==> src/core/aopc_consts.vh <==
`ifndef AOPC_CONSTS_VH
`define AOPC_CONSTS_VH

// Clock rate of mclk_i
`define AOPC_CLK_HZ 10000000

// Register byte addresses (Wishbone, one aligned word each)
`define AOPC_ADR_CTRL 4'h0
`define AOPC_ADR_STATUS 4'h4
`define AOPC_ADR_RESULT 4'h8

// Control register fields
`define AOPC_CTRL_OB_BIT 0
`define AOPC_CTRL_FAST_BIT 1
`define AOPC_CTRL_LOWPWR_BIT 2
`define AOPC_CTRL_SERIAL_BIT 3
`define AOPC_CTRL_W 4
`define AOPC_CTRL_RST 4'h1

// Status register fields
`define AOPC_ST_MODE_LSB 0
`define AOPC_ST_UNSUP_BIT 3
`define AOPC_ST_STALE_BIT 4
`define AOPC_ST_SHIFT_BIT 5
`define AOPC_ST_CFG_LSB 8

// Mode codes, one-hot
`define AOPC_MODE_FAST 3'h1
`define AOPC_MODE_NORMAL 3'h2
`define AOPC_MODE_LOWPWR 3'h4

// Result width and serial frame length
`define AOPC_RES_W 16
`define AOPC_FRAME_BITS 5'h10
`define AOPC_RES_RST 16'h0000

// Internal serial clock half period in mclk cycles (100 ns)
`define AOPC_SCLK_HALF_CYC 8'h01

// Longest gap between conversions in the fastest mode, 1 ms
`define AOPC_FAST_GAP_CYC 16'h2710

`endif

==> src/core/aopc_port.v <==
// Contract
// - High selects straight binary, low inverts MSB
// - Fast select only gives fastest mode
// - Low power select only gives reduced power
// - Port select low parallel, high serial
// - Data bits 0 to 3 always outputs
// - Bits 4-6 outputs parallel, inputs serial
// - Internal clock source drives serial clock out
// - Clock invert flips serial clock and edges
// - Serial result shifted MSB first, formatted
`include "aopc_consts.vh"

module aopc_port
#(
  parameter [15:0] FAST_GAP_CYCLES = `AOPC_FAST_GAP_CYC
)
(
  input wire mclk_i,
  input wire rst_i,
  input wire wb_cyc_i,
  input wire wb_stb_i,
  input wire wb_we_i,
  input wire [3:0] wb_adr_i,
  input wire [31:0] wb_dat_i,
  input wire [3:0] wb_sel_i,
  output wire [31:0] wb_dat_o,
  output wire wb_ack_o,
  input wire conv_done_i,
  input wire [15:0] conv_result_i,
  output wire [15:0] d_o,
  output wire [2:0] d_oe_n_o,
  input wire [2:0] d_cfg_i,
  input wire sclk_i,
  output wire sclk_o,
  output wire sclk_oe_n_o,
  output wire frame_sync_o,
  output wire [2:0] mode_o
);

  localparam [3:0] ST_IDLE = 4'h1;
  localparam [3:0] ST_LOW = 4'h2;
  localparam [3:0] ST_HIGH = 4'h4;
  localparam [3:0] ST_EXT = 4'h8;
  localparam [7:0] SCLK_HALF = `AOPC_SCLK_HALF_CYC;

  function [15:0] fmt_result;
    input [15:0] raw;
    input ob;
    begin
      if (ob)
        fmt_result = raw;
      else
        fmt_result = {~raw[15], raw[14:0]};
    end
  endfunction

  function [2:0] mode_decode;
    input fast;
    input lowpwr;
    begin
      if (fast && !lowpwr)
        mode_decode = `AOPC_MODE_FAST;
      else if (lowpwr && !fast)
        mode_decode = `AOPC_MODE_LOWPWR;
      else
        mode_decode = `AOPC_MODE_NORMAL;
    end
  endfunction

  // Pins from the far side pass two flip-flops first
  wire [3:0] pin_raw;
  wire [3:0] pin_sync;
  assign pin_raw = {sclk_i, d_cfg_i};

  genvar gi;
  generate
    for (gi = 0; gi < 4; gi = gi + 1)
    begin : g_sync
      aopc_sync2 u_sync
      (
        .mclk_i(mclk_i),
        .rst_i(rst_i),
        .async_i(pin_raw[gi]),
        .sync_o(pin_sync[gi])
      );
    end
  endgenerate

  wire cfg_ext_clk;
  wire cfg_sync_inv;
  wire cfg_sclk_inv;
  wire sclk_s;
  assign cfg_ext_clk = pin_sync[0];
  assign cfg_sync_inv = pin_sync[1];
  assign cfg_sclk_inv = pin_sync[2];
  assign sclk_s = pin_sync[3];

  reg [`AOPC_CTRL_W-1:0] ctrl_q;
  reg [2:0] mode_q;
  reg unsup_q;
  reg stale_q;
  reg [15:0] gap_q;
  reg gap_arm_q;
  reg [15:0] result_q;
  reg [15:0] d_q;
  reg [2:0] d_oe_n_q;
  reg ack_q;
  reg [31:0] dat_q;
  reg [3:0] state_q;
  reg [3:0] state_d;
  reg [15:0] shift_q;
  reg [4:0] bits_q;
  reg [7:0] div_q;
  reg sclk_int_q;
  reg sclk_s_q;
  reg frm_inv_clk_q;
  reg frm_inv_sync_q;
  reg sclk_out_q;
  reg sclk_oe_n_q;
  reg fsync_q;

  wire ctl_ob;
  wire ctl_serial;
  wire [15:0] fmt_now;
  assign ctl_ob = ctrl_q[`AOPC_CTRL_OB_BIT];
  assign ctl_serial = ctrl_q[`AOPC_CTRL_SERIAL_BIT];
  assign fmt_now = fmt_result(conv_result_i, ctl_ob);

  // Wishbone: ack one cycle after the request, write lands on the next edge, while ack is high
  wire wb_req;
  wire wb_wr;
  assign wb_req = wb_cyc_i && wb_stb_i;
  assign wb_wr = wb_req && wb_we_i && ack_q && wb_sel_i[0];

  reg [31:0] rd_mux;
  always @*
  begin
    rd_mux = 32'h00000000;
    case (wb_adr_i)
      `AOPC_ADR_CTRL:
        rd_mux = {28'h0000000, ctrl_q};
      `AOPC_ADR_STATUS:
        rd_mux = {21'h000000, cfg_sclk_inv, cfg_sync_inv, cfg_ext_clk,
                  2'h0, (state_q != ST_IDLE), stale_q, unsup_q, mode_q};
      `AOPC_ADR_RESULT:
        rd_mux = {16'h0000, result_q};
      default:
        rd_mux = 32'h00000000;
    endcase
  end

  always @(posedge mclk_i)
  begin
    if (rst_i)
    begin
      ack_q <= 1'b0;
      dat_q <= 32'h00000000;
    end
    else
    begin
      ack_q <= wb_req && !ack_q;
      if (wb_req && !ack_q)
        dat_q <= rd_mux;
    end
  end

  always @(posedge mclk_i)
  begin
    if (rst_i)
      ctrl_q <= `AOPC_CTRL_RST;
    else if (wb_wr && wb_adr_i == `AOPC_ADR_CTRL)
      ctrl_q <= wb_dat_i[`AOPC_CTRL_W-1:0];
  end

  // Speed mode; the both-high case falls back to normal and is flagged
  always @(posedge mclk_i)
  begin
    if (rst_i)
    begin
      mode_q <= `AOPC_MODE_NORMAL;
      unsup_q <= 1'b0;
    end
    else
    begin
      mode_q <= mode_decode(ctrl_q[`AOPC_CTRL_FAST_BIT],
                            ctrl_q[`AOPC_CTRL_LOWPWR_BIT]);
      unsup_q <= ctrl_q[`AOPC_CTRL_FAST_BIT] &&
                 ctrl_q[`AOPC_CTRL_LOWPWR_BIT];
    end
  end

  // Watch the host's pacing in the fastest mode; a late start only
  // raises a sticky flag, the block itself keeps converting.
  wire gap_hit;
  assign gap_hit = gap_arm_q && (gap_q == FAST_GAP_CYCLES) &&
                   (mode_q == `AOPC_MODE_FAST);

  always @(posedge mclk_i)
  begin
    if (rst_i)
    begin
      gap_q <= 16'h0000;
      gap_arm_q <= 1'b0;
    end
    else if (mode_q != `AOPC_MODE_FAST)
    begin
      gap_q <= 16'h0000;
      gap_arm_q <= 1'b0;
    end
    else if (conv_done_i)
    begin
      gap_q <= 16'h0000;
      gap_arm_q <= 1'b1;
    end
    else if (gap_arm_q && gap_q != FAST_GAP_CYCLES)
      gap_q <= gap_q + 16'h0001;
  end

  always @(posedge mclk_i)
  begin
    if (rst_i)
      stale_q <= 1'b0;
    else if (gap_hit)
      stale_q <= 1'b1;
    else if (wb_wr && wb_adr_i == `AOPC_ADR_STATUS &&
             wb_dat_i[`AOPC_ST_STALE_BIT])
      stale_q <= 1'b0;
  end

  always @(posedge mclk_i)
  begin
    if (rst_i)
      result_q <= `AOPC_RES_RST;
    else if (conv_done_i)
      result_q <= fmt_now;
  end

  // Serial frame
  wire ext_edge;
  wire sclk_lvl;
  assign sclk_lvl = sclk_s ^ frm_inv_clk_q;
  assign ext_edge = sclk_lvl && !(sclk_s_q ^ frm_inv_clk_q);
  wire frame_start;
  assign frame_start = conv_done_i && ctl_serial && state_q == ST_IDLE;
  wire div_done;
  assign div_done = (div_q == SCLK_HALF - 8'h01);
  wire last_bit;
  assign last_bit = (bits_q == `AOPC_FRAME_BITS - 5'h01);

  always @*
  begin
    state_d = state_q;
    case (state_q)
      ST_IDLE:
        if (frame_start)
          state_d = cfg_ext_clk ? ST_EXT : ST_LOW;
      ST_LOW:
        if (div_done)
          state_d = ST_HIGH;
      ST_HIGH:
        if (div_done)
          state_d = last_bit ? ST_IDLE : ST_LOW;
      ST_EXT:
        if (ext_edge && last_bit)
          state_d = ST_IDLE;
      default:
        state_d = ST_IDLE;
    endcase
  end

  always @(posedge mclk_i)
  begin
    if (rst_i)
    begin
      state_q <= ST_IDLE;
      shift_q <= `AOPC_RES_RST;
      bits_q <= 5'h00;
      div_q <= 8'h00;
      sclk_int_q <= 1'b0;
      sclk_s_q <= 1'b0;
      frm_inv_clk_q <= 1'b0;
      frm_inv_sync_q <= 1'b0;
    end
    else
    begin
      state_q <= state_d;
      sclk_s_q <= sclk_s;
      if (state_q == ST_IDLE || div_done)
        div_q <= 8'h00;
      else
        div_q <= div_q + 8'h01;
      case (state_q)
        ST_IDLE:
        begin
          sclk_int_q <= 1'b0;
          bits_q <= 5'h00;
          // Pins are tracked while idle so the resting levels follow
          // them, and frozen during a frame so a word is never torn.
          frm_inv_clk_q <= cfg_sclk_inv;
          frm_inv_sync_q <= cfg_sync_inv;
          if (frame_start)
            shift_q <= fmt_now;
        end
        ST_LOW:
          if (div_done)
            sclk_int_q <= 1'b1;
        ST_HIGH:
          if (div_done)
          begin
            sclk_int_q <= 1'b0;
            bits_q <= bits_q + 5'h01;
            shift_q <= {shift_q[14:0], 1'b0};
          end
        ST_EXT:
          if (ext_edge)
          begin
            bits_q <= bits_q + 5'h01;
            shift_q <= {shift_q[14:0], 1'b0};
          end
        default:
          sclk_int_q <= 1'b0;
      endcase
    end
  end

  // Pin drive, all from flip-flops
  always @(posedge mclk_i)
  begin
    if (rst_i)
    begin
      d_q <= `AOPC_RES_RST;
      d_oe_n_q <= 3'h7;
      sclk_out_q <= 1'b0;
      sclk_oe_n_q <= 1'b1;
      fsync_q <= 1'b0;
    end
    else
    begin
      if (ctl_serial)
      begin
        d_q <= {7'h00, shift_q[15], 4'h0, result_q[3:0]};
        d_oe_n_q <= 3'h7;
        // Registered state keeps sync up through the last high phase
        fsync_q <= (state_q != ST_IDLE) ^ frm_inv_sync_q;
        sclk_oe_n_q <= cfg_ext_clk;
        sclk_out_q <= sclk_int_q ^ frm_inv_clk_q;
      end
      else
      begin
        d_q <= result_q;
        d_oe_n_q <= 3'h0;
        fsync_q <= 1'b0;
        sclk_oe_n_q <= 1'b1;
        sclk_out_q <= 1'b0;
      end
    end
  end

  assign wb_ack_o = ack_q;
  assign wb_dat_o = dat_q;
  assign d_o = d_q;
  assign d_oe_n_o = d_oe_n_q;
  assign sclk_o = sclk_out_q;
  assign sclk_oe_n_o = sclk_oe_n_q;
  assign frame_sync_o = fsync_q;
  assign mode_o = mode_q;

endmodule

==> src/core/aopc_sync2.v <==
module aopc_sync2
(
  input wire mclk_i,
  input wire rst_i,
  input wire async_i,
  output wire sync_o
);

  reg meta_q;
  reg sync_q;

  always @(posedge mclk_i)
  begin
    if (rst_i)
    begin
      meta_q <= 1'b0;
      sync_q <= 1'b0;
    end
    else
    begin
      meta_q <= async_i;
      sync_q <= meta_q;
    end
  end

  assign sync_o = sync_q;

endmodule

==> config.mk <==
export PLATFORM = sky130hd
export DESIGN_NAME = aopc_port
export DESIGN_NICKNAME = d
export VERILOG_FILES = /design/src/core/aopc_port.v /design/src/core/aopc_sync2.v
export VERILOG_INCLUDE_DIRS = /design/src /design/src/core
export SDC_FILE = /design/constraint.sdc
export NUM_CORES = 1
export LEC_CHECK = 0
export BUFFER_PORTS_ARGS = -buffer_cell sky130_fd_sc_hd__buf_2
export CELL_PAD_IN_SITES_DETAIL_PLACEMENT = 0
export CELL_PAD_IN_SITES_GLOBAL_PLACEMENT = 1
export CORE_UTILIZATION = 40
export CTS_CLUSTER_SIZE = 14
export DETAILED_ROUTE_END_ITERATION = 10
export GPL_ROUTABILITY_DRIVEN = 0
export GPL_TIMING_DRIVEN = 0
export PLACE_DENSITY_LB_ADDON = 0.1
export SETUP_SLACK_MARGIN = 0.15
export SYNTH_ARGS = -nofsm -noshare
export SYNTH_HDL_FRONTEND = slang
export SYNTH_SLANG_ARGS = --single-unit
export TNS_END_PERCENT = 20
==> constraint.sdc <==
create_clock -name mclk_i -period 6.2 [get_ports mclk_i]
set_clock_uncertainty 0.2 [all_clocks]
set_input_delay 0.62 -clock mclk_i [delete_from_list [all_inputs] [get_ports mclk_i]]
set_output_delay 0.62 -clock mclk_i [all_outputs]
set_load 0.1 [all_outputs]
== Yosys cells after proc, flatten, opt, wreduce, memory -nomap -nowiden ==
Cells that the tools add are included.

* Reductions and logical operators: 37
* Add/sub/neg operators: 3
* Bitwise operators: 7
* Muxes and demuxes: 25
* Eq/ne operators: 17

{| class="wikitable"
|+ Operators with widths
! cell !! number
|-
| case mux 16 bit (3 select lines) || 2
|-
| 2-to-1 mux 16 bit || 4
|-
| 2-to-1 mux 4 bit || 5
|-
| logical AND 1 bit || 18
|-
| adder 16 x 1 -> 16 bit (second input constant) || 1
|-
| == test 16 x 14 -> 1 bit (second input constant) || 1
|-
| != test 16 x 14 -> 1 bit (second input constant) || 1
|-
| case mux 4 bit (4 select lines) || 1
|-
| case mux 5 bit (3 select lines) || 1
|-
| 2-to-1 mux 5 bit || 2
|-
| != test 2 bit (second input constant) || 5
|-
| OR reduction 2 bit || 5
|-
| 2-to-1 mux 9 bit || 1
|-
| adder 8 x 1 -> 8 bit (second input constant) || 1
|-
| == test 4 x 3 -> 1 bit (second input constant) || 2
|-
| == test 4 bit (second input constant) || 2
|-
| zero test 8 bit || 1
|-
| AND reduction 4 bit || 2
|-
| 2-to-1 mux 3 bit || 2
|-
| AND reduction 3 bit || 2
|-
| adder 5 x 1 -> 5 bit (second input constant) || 1
|-
| == test 5 x 4 -> 1 bit (second input constant) || 1
|-
| == test 4 x 1 -> 1 bit (second input constant) || 1
|-
| == test 4 x 2 -> 1 bit (second input constant) || 1
|-
| other kinds (14) || 26
|}

* Output and inout bits: 58
* Bits in registers: 142
* Input port bits: 66
* Word-level logic and storage cells: 121

== Logic depth before layout (Yosys ltp) ==
* Depth after elaboration: 8
* Mapped depth: 8
* Gate-level depth less buffers: 7

== Cells and area by module ==
Synthesis repeated with hierarchy kept, for this count alone.

* Cell total of the unflattened synthesis: 576
* Area total of the unflattened synthesis: 5,477.8 sq um

{| class="wikitable"
|+ Modules (own cells, without submodules)
! module !! seq. area each (sq um) !! times used !! cells an instance !! area each (sq um)
|-
| aopc_port || 2,322.2 || 1 || 560 || 5,267.6
|-
| aopc_sync2 || 40.0 || 4 || 4 || 52.6
|}

== Worst setup path before layout ==
No wires, ideal clock.

* Path kind: register to register
* Start point: reg mode_q[0], in the netlist mode_o[0]
* End point: reg gap_q[10]
* Setup time: 0.059 ns
* Cell stages (with the launch flop): 6
* Required time: 5.941 ns
* Clock period less this slack: 2.651 ns
* Buffers on the path: 1
* Path slack: 3.549 ns
* Data arrival time: 2.392 ns
* Cell sequence: dfxtp_1 or4b_1 or2_0 clkbuf_1 or4_1 nand2_1

* Word-level cells in the longest chain between the ends: 2

{| class="wikitable"
|+ Ends and longest elaborated chain
! element !! line !! text
|-
| start, declared || aopc_port.v:99 || <nowiki>reg [2:0] mode_q;</nowiki>
|-
| start signal, assigned || aopc_port.v:180 || <nowiki>mode_q <= `AOPC_MODE_NORMAL;</nowiki>
|-
| start signal, assigned || aopc_port.v:185 || <nowiki>mode_q <= mode_decode(ctrl_q[`AOPC_CTRL_FAST_BIT],</nowiki>
|-
| != test 3 x 1 -> 1 bit (no line) || - ||
|-
| OR reduction 3 bit (no line) || - ||
|-
| end signal, assigned || aopc_port.v:216 || <nowiki>gap_q <= gap_q + 16'h0001;</nowiki>
|-
| end, declared || aopc_port.v:102 || <nowiki>reg [15:0] gap_q;</nowiki>
|}

No other way between the ends.
A chain may end at the register's enable or synchronous reset.

== Worst setup path after layout ==
* Start point: reg state_q[0]
* End point: reg div_q[5]

* Word-level cells in the longest chain between the ends: 3

{| class="wikitable"
|+ Ends and longest elaborated chain
! element !! line !! text
|-
| start, declared || aopc_port.v:109 || <nowiki>reg [3:0] state_q;</nowiki>
|-
| start signal, assigned || aopc_port.v:286 || <nowiki>state_q <= state_d;</nowiki>
|-
| == test 4 x 1 -> 1 bit || aopc_port.v:288 || <nowiki>if (state_q == ST_IDLE || div_done)</nowiki>
|-
| logical OR 1 bit || aopc_port.v:288 ||
|-
| OR reduction 2 bit (no line) || - ||
|-
| end signal, assigned || aopc_port.v:291 || <nowiki>div_q <= div_q + 8'h01;</nowiki>
|-
| end, declared || aopc_port.v:113 || <nowiki>reg [7:0] div_q;</nowiki>
|}

No other way between the ends.

==> results.json <==
{
  "syn_to_final_growth_pct": 22.12,
  "cts-root-buf": "clkbuf_16",
  "start_kind": "flop",
  "ys.flop_type": "dfxtp_1",
  "max-vdd-ir-drop_v": 0.0001790,
  "io_buffers": 74,
  "critPathKind": "reg -> reg",
  "synth_edf_count": 0,
  "finalNetCount": 759,
  "hold_violations": 0,
  "insertion_delay_ps": 410,
  "cp_data_arrival_time_ps": 2680,
  "fin_crit_sh_pct": 41.86,
  "power.share.switching_pct": 27.10,
  "cts-resized-gates": 0,
  "grt_setup_unrepaired": "no",
  "clk_pin_slew_worst_paths_ps": 60,
  "via_count": 4211,
  "dp_hpwl_mm": 9.584,
  "grt_pass1_wl_mm": 21.60,
  "cts_inserted_buffers": 17,
  "combPwrFrac_pct": 11.8,
  "r2r-end": "div_q[5]$_SDFF_PP0_",
  "p_switching_mw": 0.5390,
  "whs_ps": 218.9,
  "p_int_mw": 1.450,
  "die_w_um": 118.1,
  "cts.sinks": 124,
  "cts_tree": "built",
  "whs_path_depth": 2,
  "vias_per_cell": 4.824,
  "wl_per_cell_um": 14.95,
  "power_frac_clock_pct": 46.0,
  "r2r_cells": 6,
  "tightest_slew_ps": 1372,
  "drc": 0,
  "antenna_found_initial": 0,
  "grt_usage_pct": 20.02,
  "ys_warn_count": 0,
  "cap_violations": 0,
  "critPathMaxFanout": 10,
  "synth_top_area_share_pct": 46.05,
  "yosys.area.top_type": "dfxtp_1",
  "p_seq_share_pct": 42.2,
  "hp-start": "d_cfg_i[2]",
  "slew_violations": 0,
  "synth_seq_area_share_pct": 46.05,
  "final-setup-viol-count": 0,
  "p_per_area_nw_per_um2": 302.2,
  "core-area_um2": 13190,
  "max_freq_ghz": 0.3854,
  "fin_cells": 873,
  "synthArstFlopShare_pct": 0,
  "post-place-ws_ps": 3355,
  "synthCells": 576,
  "fin_util_pct": 49.91,
  "rr_startpoint": "state_q[0]$_SDFFE_PP1P_",
  "netlist_area_um2": 5390,
  "synthDistinctLibCells": 60,
  "outcome": "finished clean",
  "rows": 42,
  "min_to": "g_sync[2].u_sync.meta_q$_SDFF_PP0_",
  "end_kind": "flop",
  "dr.pass1.iters": 5,
  "place_area_um2": 6037,
  "dp.cells": 841,
  "drive_gt1_share_pct": 21.09,
  "totalWireLength_mm": 13.05,
  "start_util_pct": 40.87,
  "post_cts_buffers": 0,
  "overflow": 0,
  "leakagePower_nw": 2.883,
  "ant_nets": 0,
  "min_period_ps": 2595,
  "avgSynthCellArea_um2": 9.358,
  "power_mw": 1.989,
  "r2r_setup_slack_ps": 3600,
  "hold_class": "in -> reg",
  "fp.dieH_um": 118.1,
  "setup_ws_ps": 3605,
  "cts-htree-levels": 4,
  "io_pins": 124,
  "finalSetupTns_ps": 0,
  "grt_max_degree": 17,
  "diodes": 0,
  "hold_buffers": 0,
  "clockBufferDepth": 2,
  "drt_iter0_drc": 214,
  "grt_pass1_vias": 4265,
  "ys_top_cells_by_area": "dfxtp_1 (46%), mux2i_1 (7.8%), nor2_1 (4.9%)",
  "synth-seq-cells": 124,
  "final_area_um2": 6583,
  "die_area_um2": 13940,
  "crit_required_ps": 6290,
  "slew_headroom_pct": 7.255
}
[power groups by stage]
stage / Sequential, mW / Combinational, mW / Clock [mW]
after floorplan: 0.887 / 0.153 / 0
after global placement: 0.855 / 0.234 / 0
after detailed placement: 0.856 / 0.237 / 0
after CTS: 0.839 / 0.237 / 0.928
after global routing: 0.842 / 0.253 / 0.967
final: 0.839 / 0.236 / 0.915
[routing by layer]
metal	GRT usage (%)	up-vias	part of all wire, %
met5	0	-	0
met4	7.372	0	1.2
met2	32.24	73	47
met1	25.93	1944	49
li1	-	2185	-
met3	4.797	9	3.5
[sequential cells by signal (all words and copies together) (netlist names), 5 cells and up]
register / flops
bits_q: 5
d_o: 16
wb_dat_o: 16
shift_q: 16
div_q: 8
gap_q: 16
result_q: 16
[cell type report]
type                            count  area, um2
Clock buffer                       20      446.7
Fill cell                        1289       6608
Timing Repair Buffer               74      370.4
Clock inverter                     12      98.84
Multi-Input combinational cell    398       2606
Tap cell                          176      220.2
Buffer                             55      305.3
Inverter                           14      52.55
Sequential cell                   124       2482
[cell usage after synthesis, drive strengths merged, types with 3 or more instances]
master,n
a21boi,16
a21oi,13
a22o,6
a22oi,15
and2,13
and3,19
and4,4
buf,29
clkbuf,26
dfxtp,124
ha,9
inv,14
mux2i,42
nand2,35
nand3,13
nand4,5
nor2,71
nor2b,17
nor3,4
nor3b,6
nor4b,5
o211ai,4
o21ai,21
o2bb2ai,3
o31ai,4
o32ai,3
or2,4
or3,4
or4,7
or4b,6
xnor2,5
xor2,14
[critical path: stages (launching register included)]
cell and delay [ps]:
dfxtp_1 350, buf_2 210, nor4b_1 940, nor2_1 230, nand2b_1 150, clkbuf_1 290
nor2_1 90
[worst max-delay path by stage]
stage | start | to | slack, ps | cells past startpoint
after floorplan | mode_o[0]$_SDFF_PP0_ | gap_q[10]$_SDFFE_PP0P_ | 3550 | 5
after global placement | wb_adr_i[3] | wb_dat_o[11]$_SDFFE_PP0P_ | 3360 | 5
after detailed placement | wb_adr_i[3] | wb_dat_o[12]$_SDFFE_PP0P_ | 3360 | 5
after CTS | state_q[0]$_SDFFE_PP1P_ | div_q[2]$_SDFF_PP0_ | 3550 | 6
after global routing | state_q[0]$_SDFFE_PP1P_ | div_q[3]$_SDFF_PP0_ | 3390 | 6
final | state_q[0]$_SDFFE_PP1P_ | div_q[5]$_SDFF_PP0_ | 3600 | 6
[cells in the final DEF (no fill, tap or decap), types with 7 or more instances in the layout]
cell and instances:
buf_2 80, ha_1 9, a21boi_0 16, clkbuf_16 17
a21oi_1 11, o21ai_0 21, a22oi_1 15, buf_4 18
nor2_1 71, mux2i_1 42, and2_1 11, clkbuf_1 28
dfxtp_1 124, nand3_1 13, xor2_1 14, nand2_1 35
nor2b_1 17, clkinv_2 7, inv_1 14, conb_1 16
and3_1 18
[cells by family after synthesis]
family | count (synthesis) | synth area share, %
AOI/OAI and AO/OA | 92 | 12.12
xor gates and xnor gates | 19 | 3.087
adders and majority gates | 9 | 2.089
buffers and inverters | 69 | 6.639
DFF | 124 | 46.05
muxes | 42 | 7.799
other | 1 | 0.06957
and+or+nand+nor | 220 | 22.15
(Power assumes the default switching activity.)
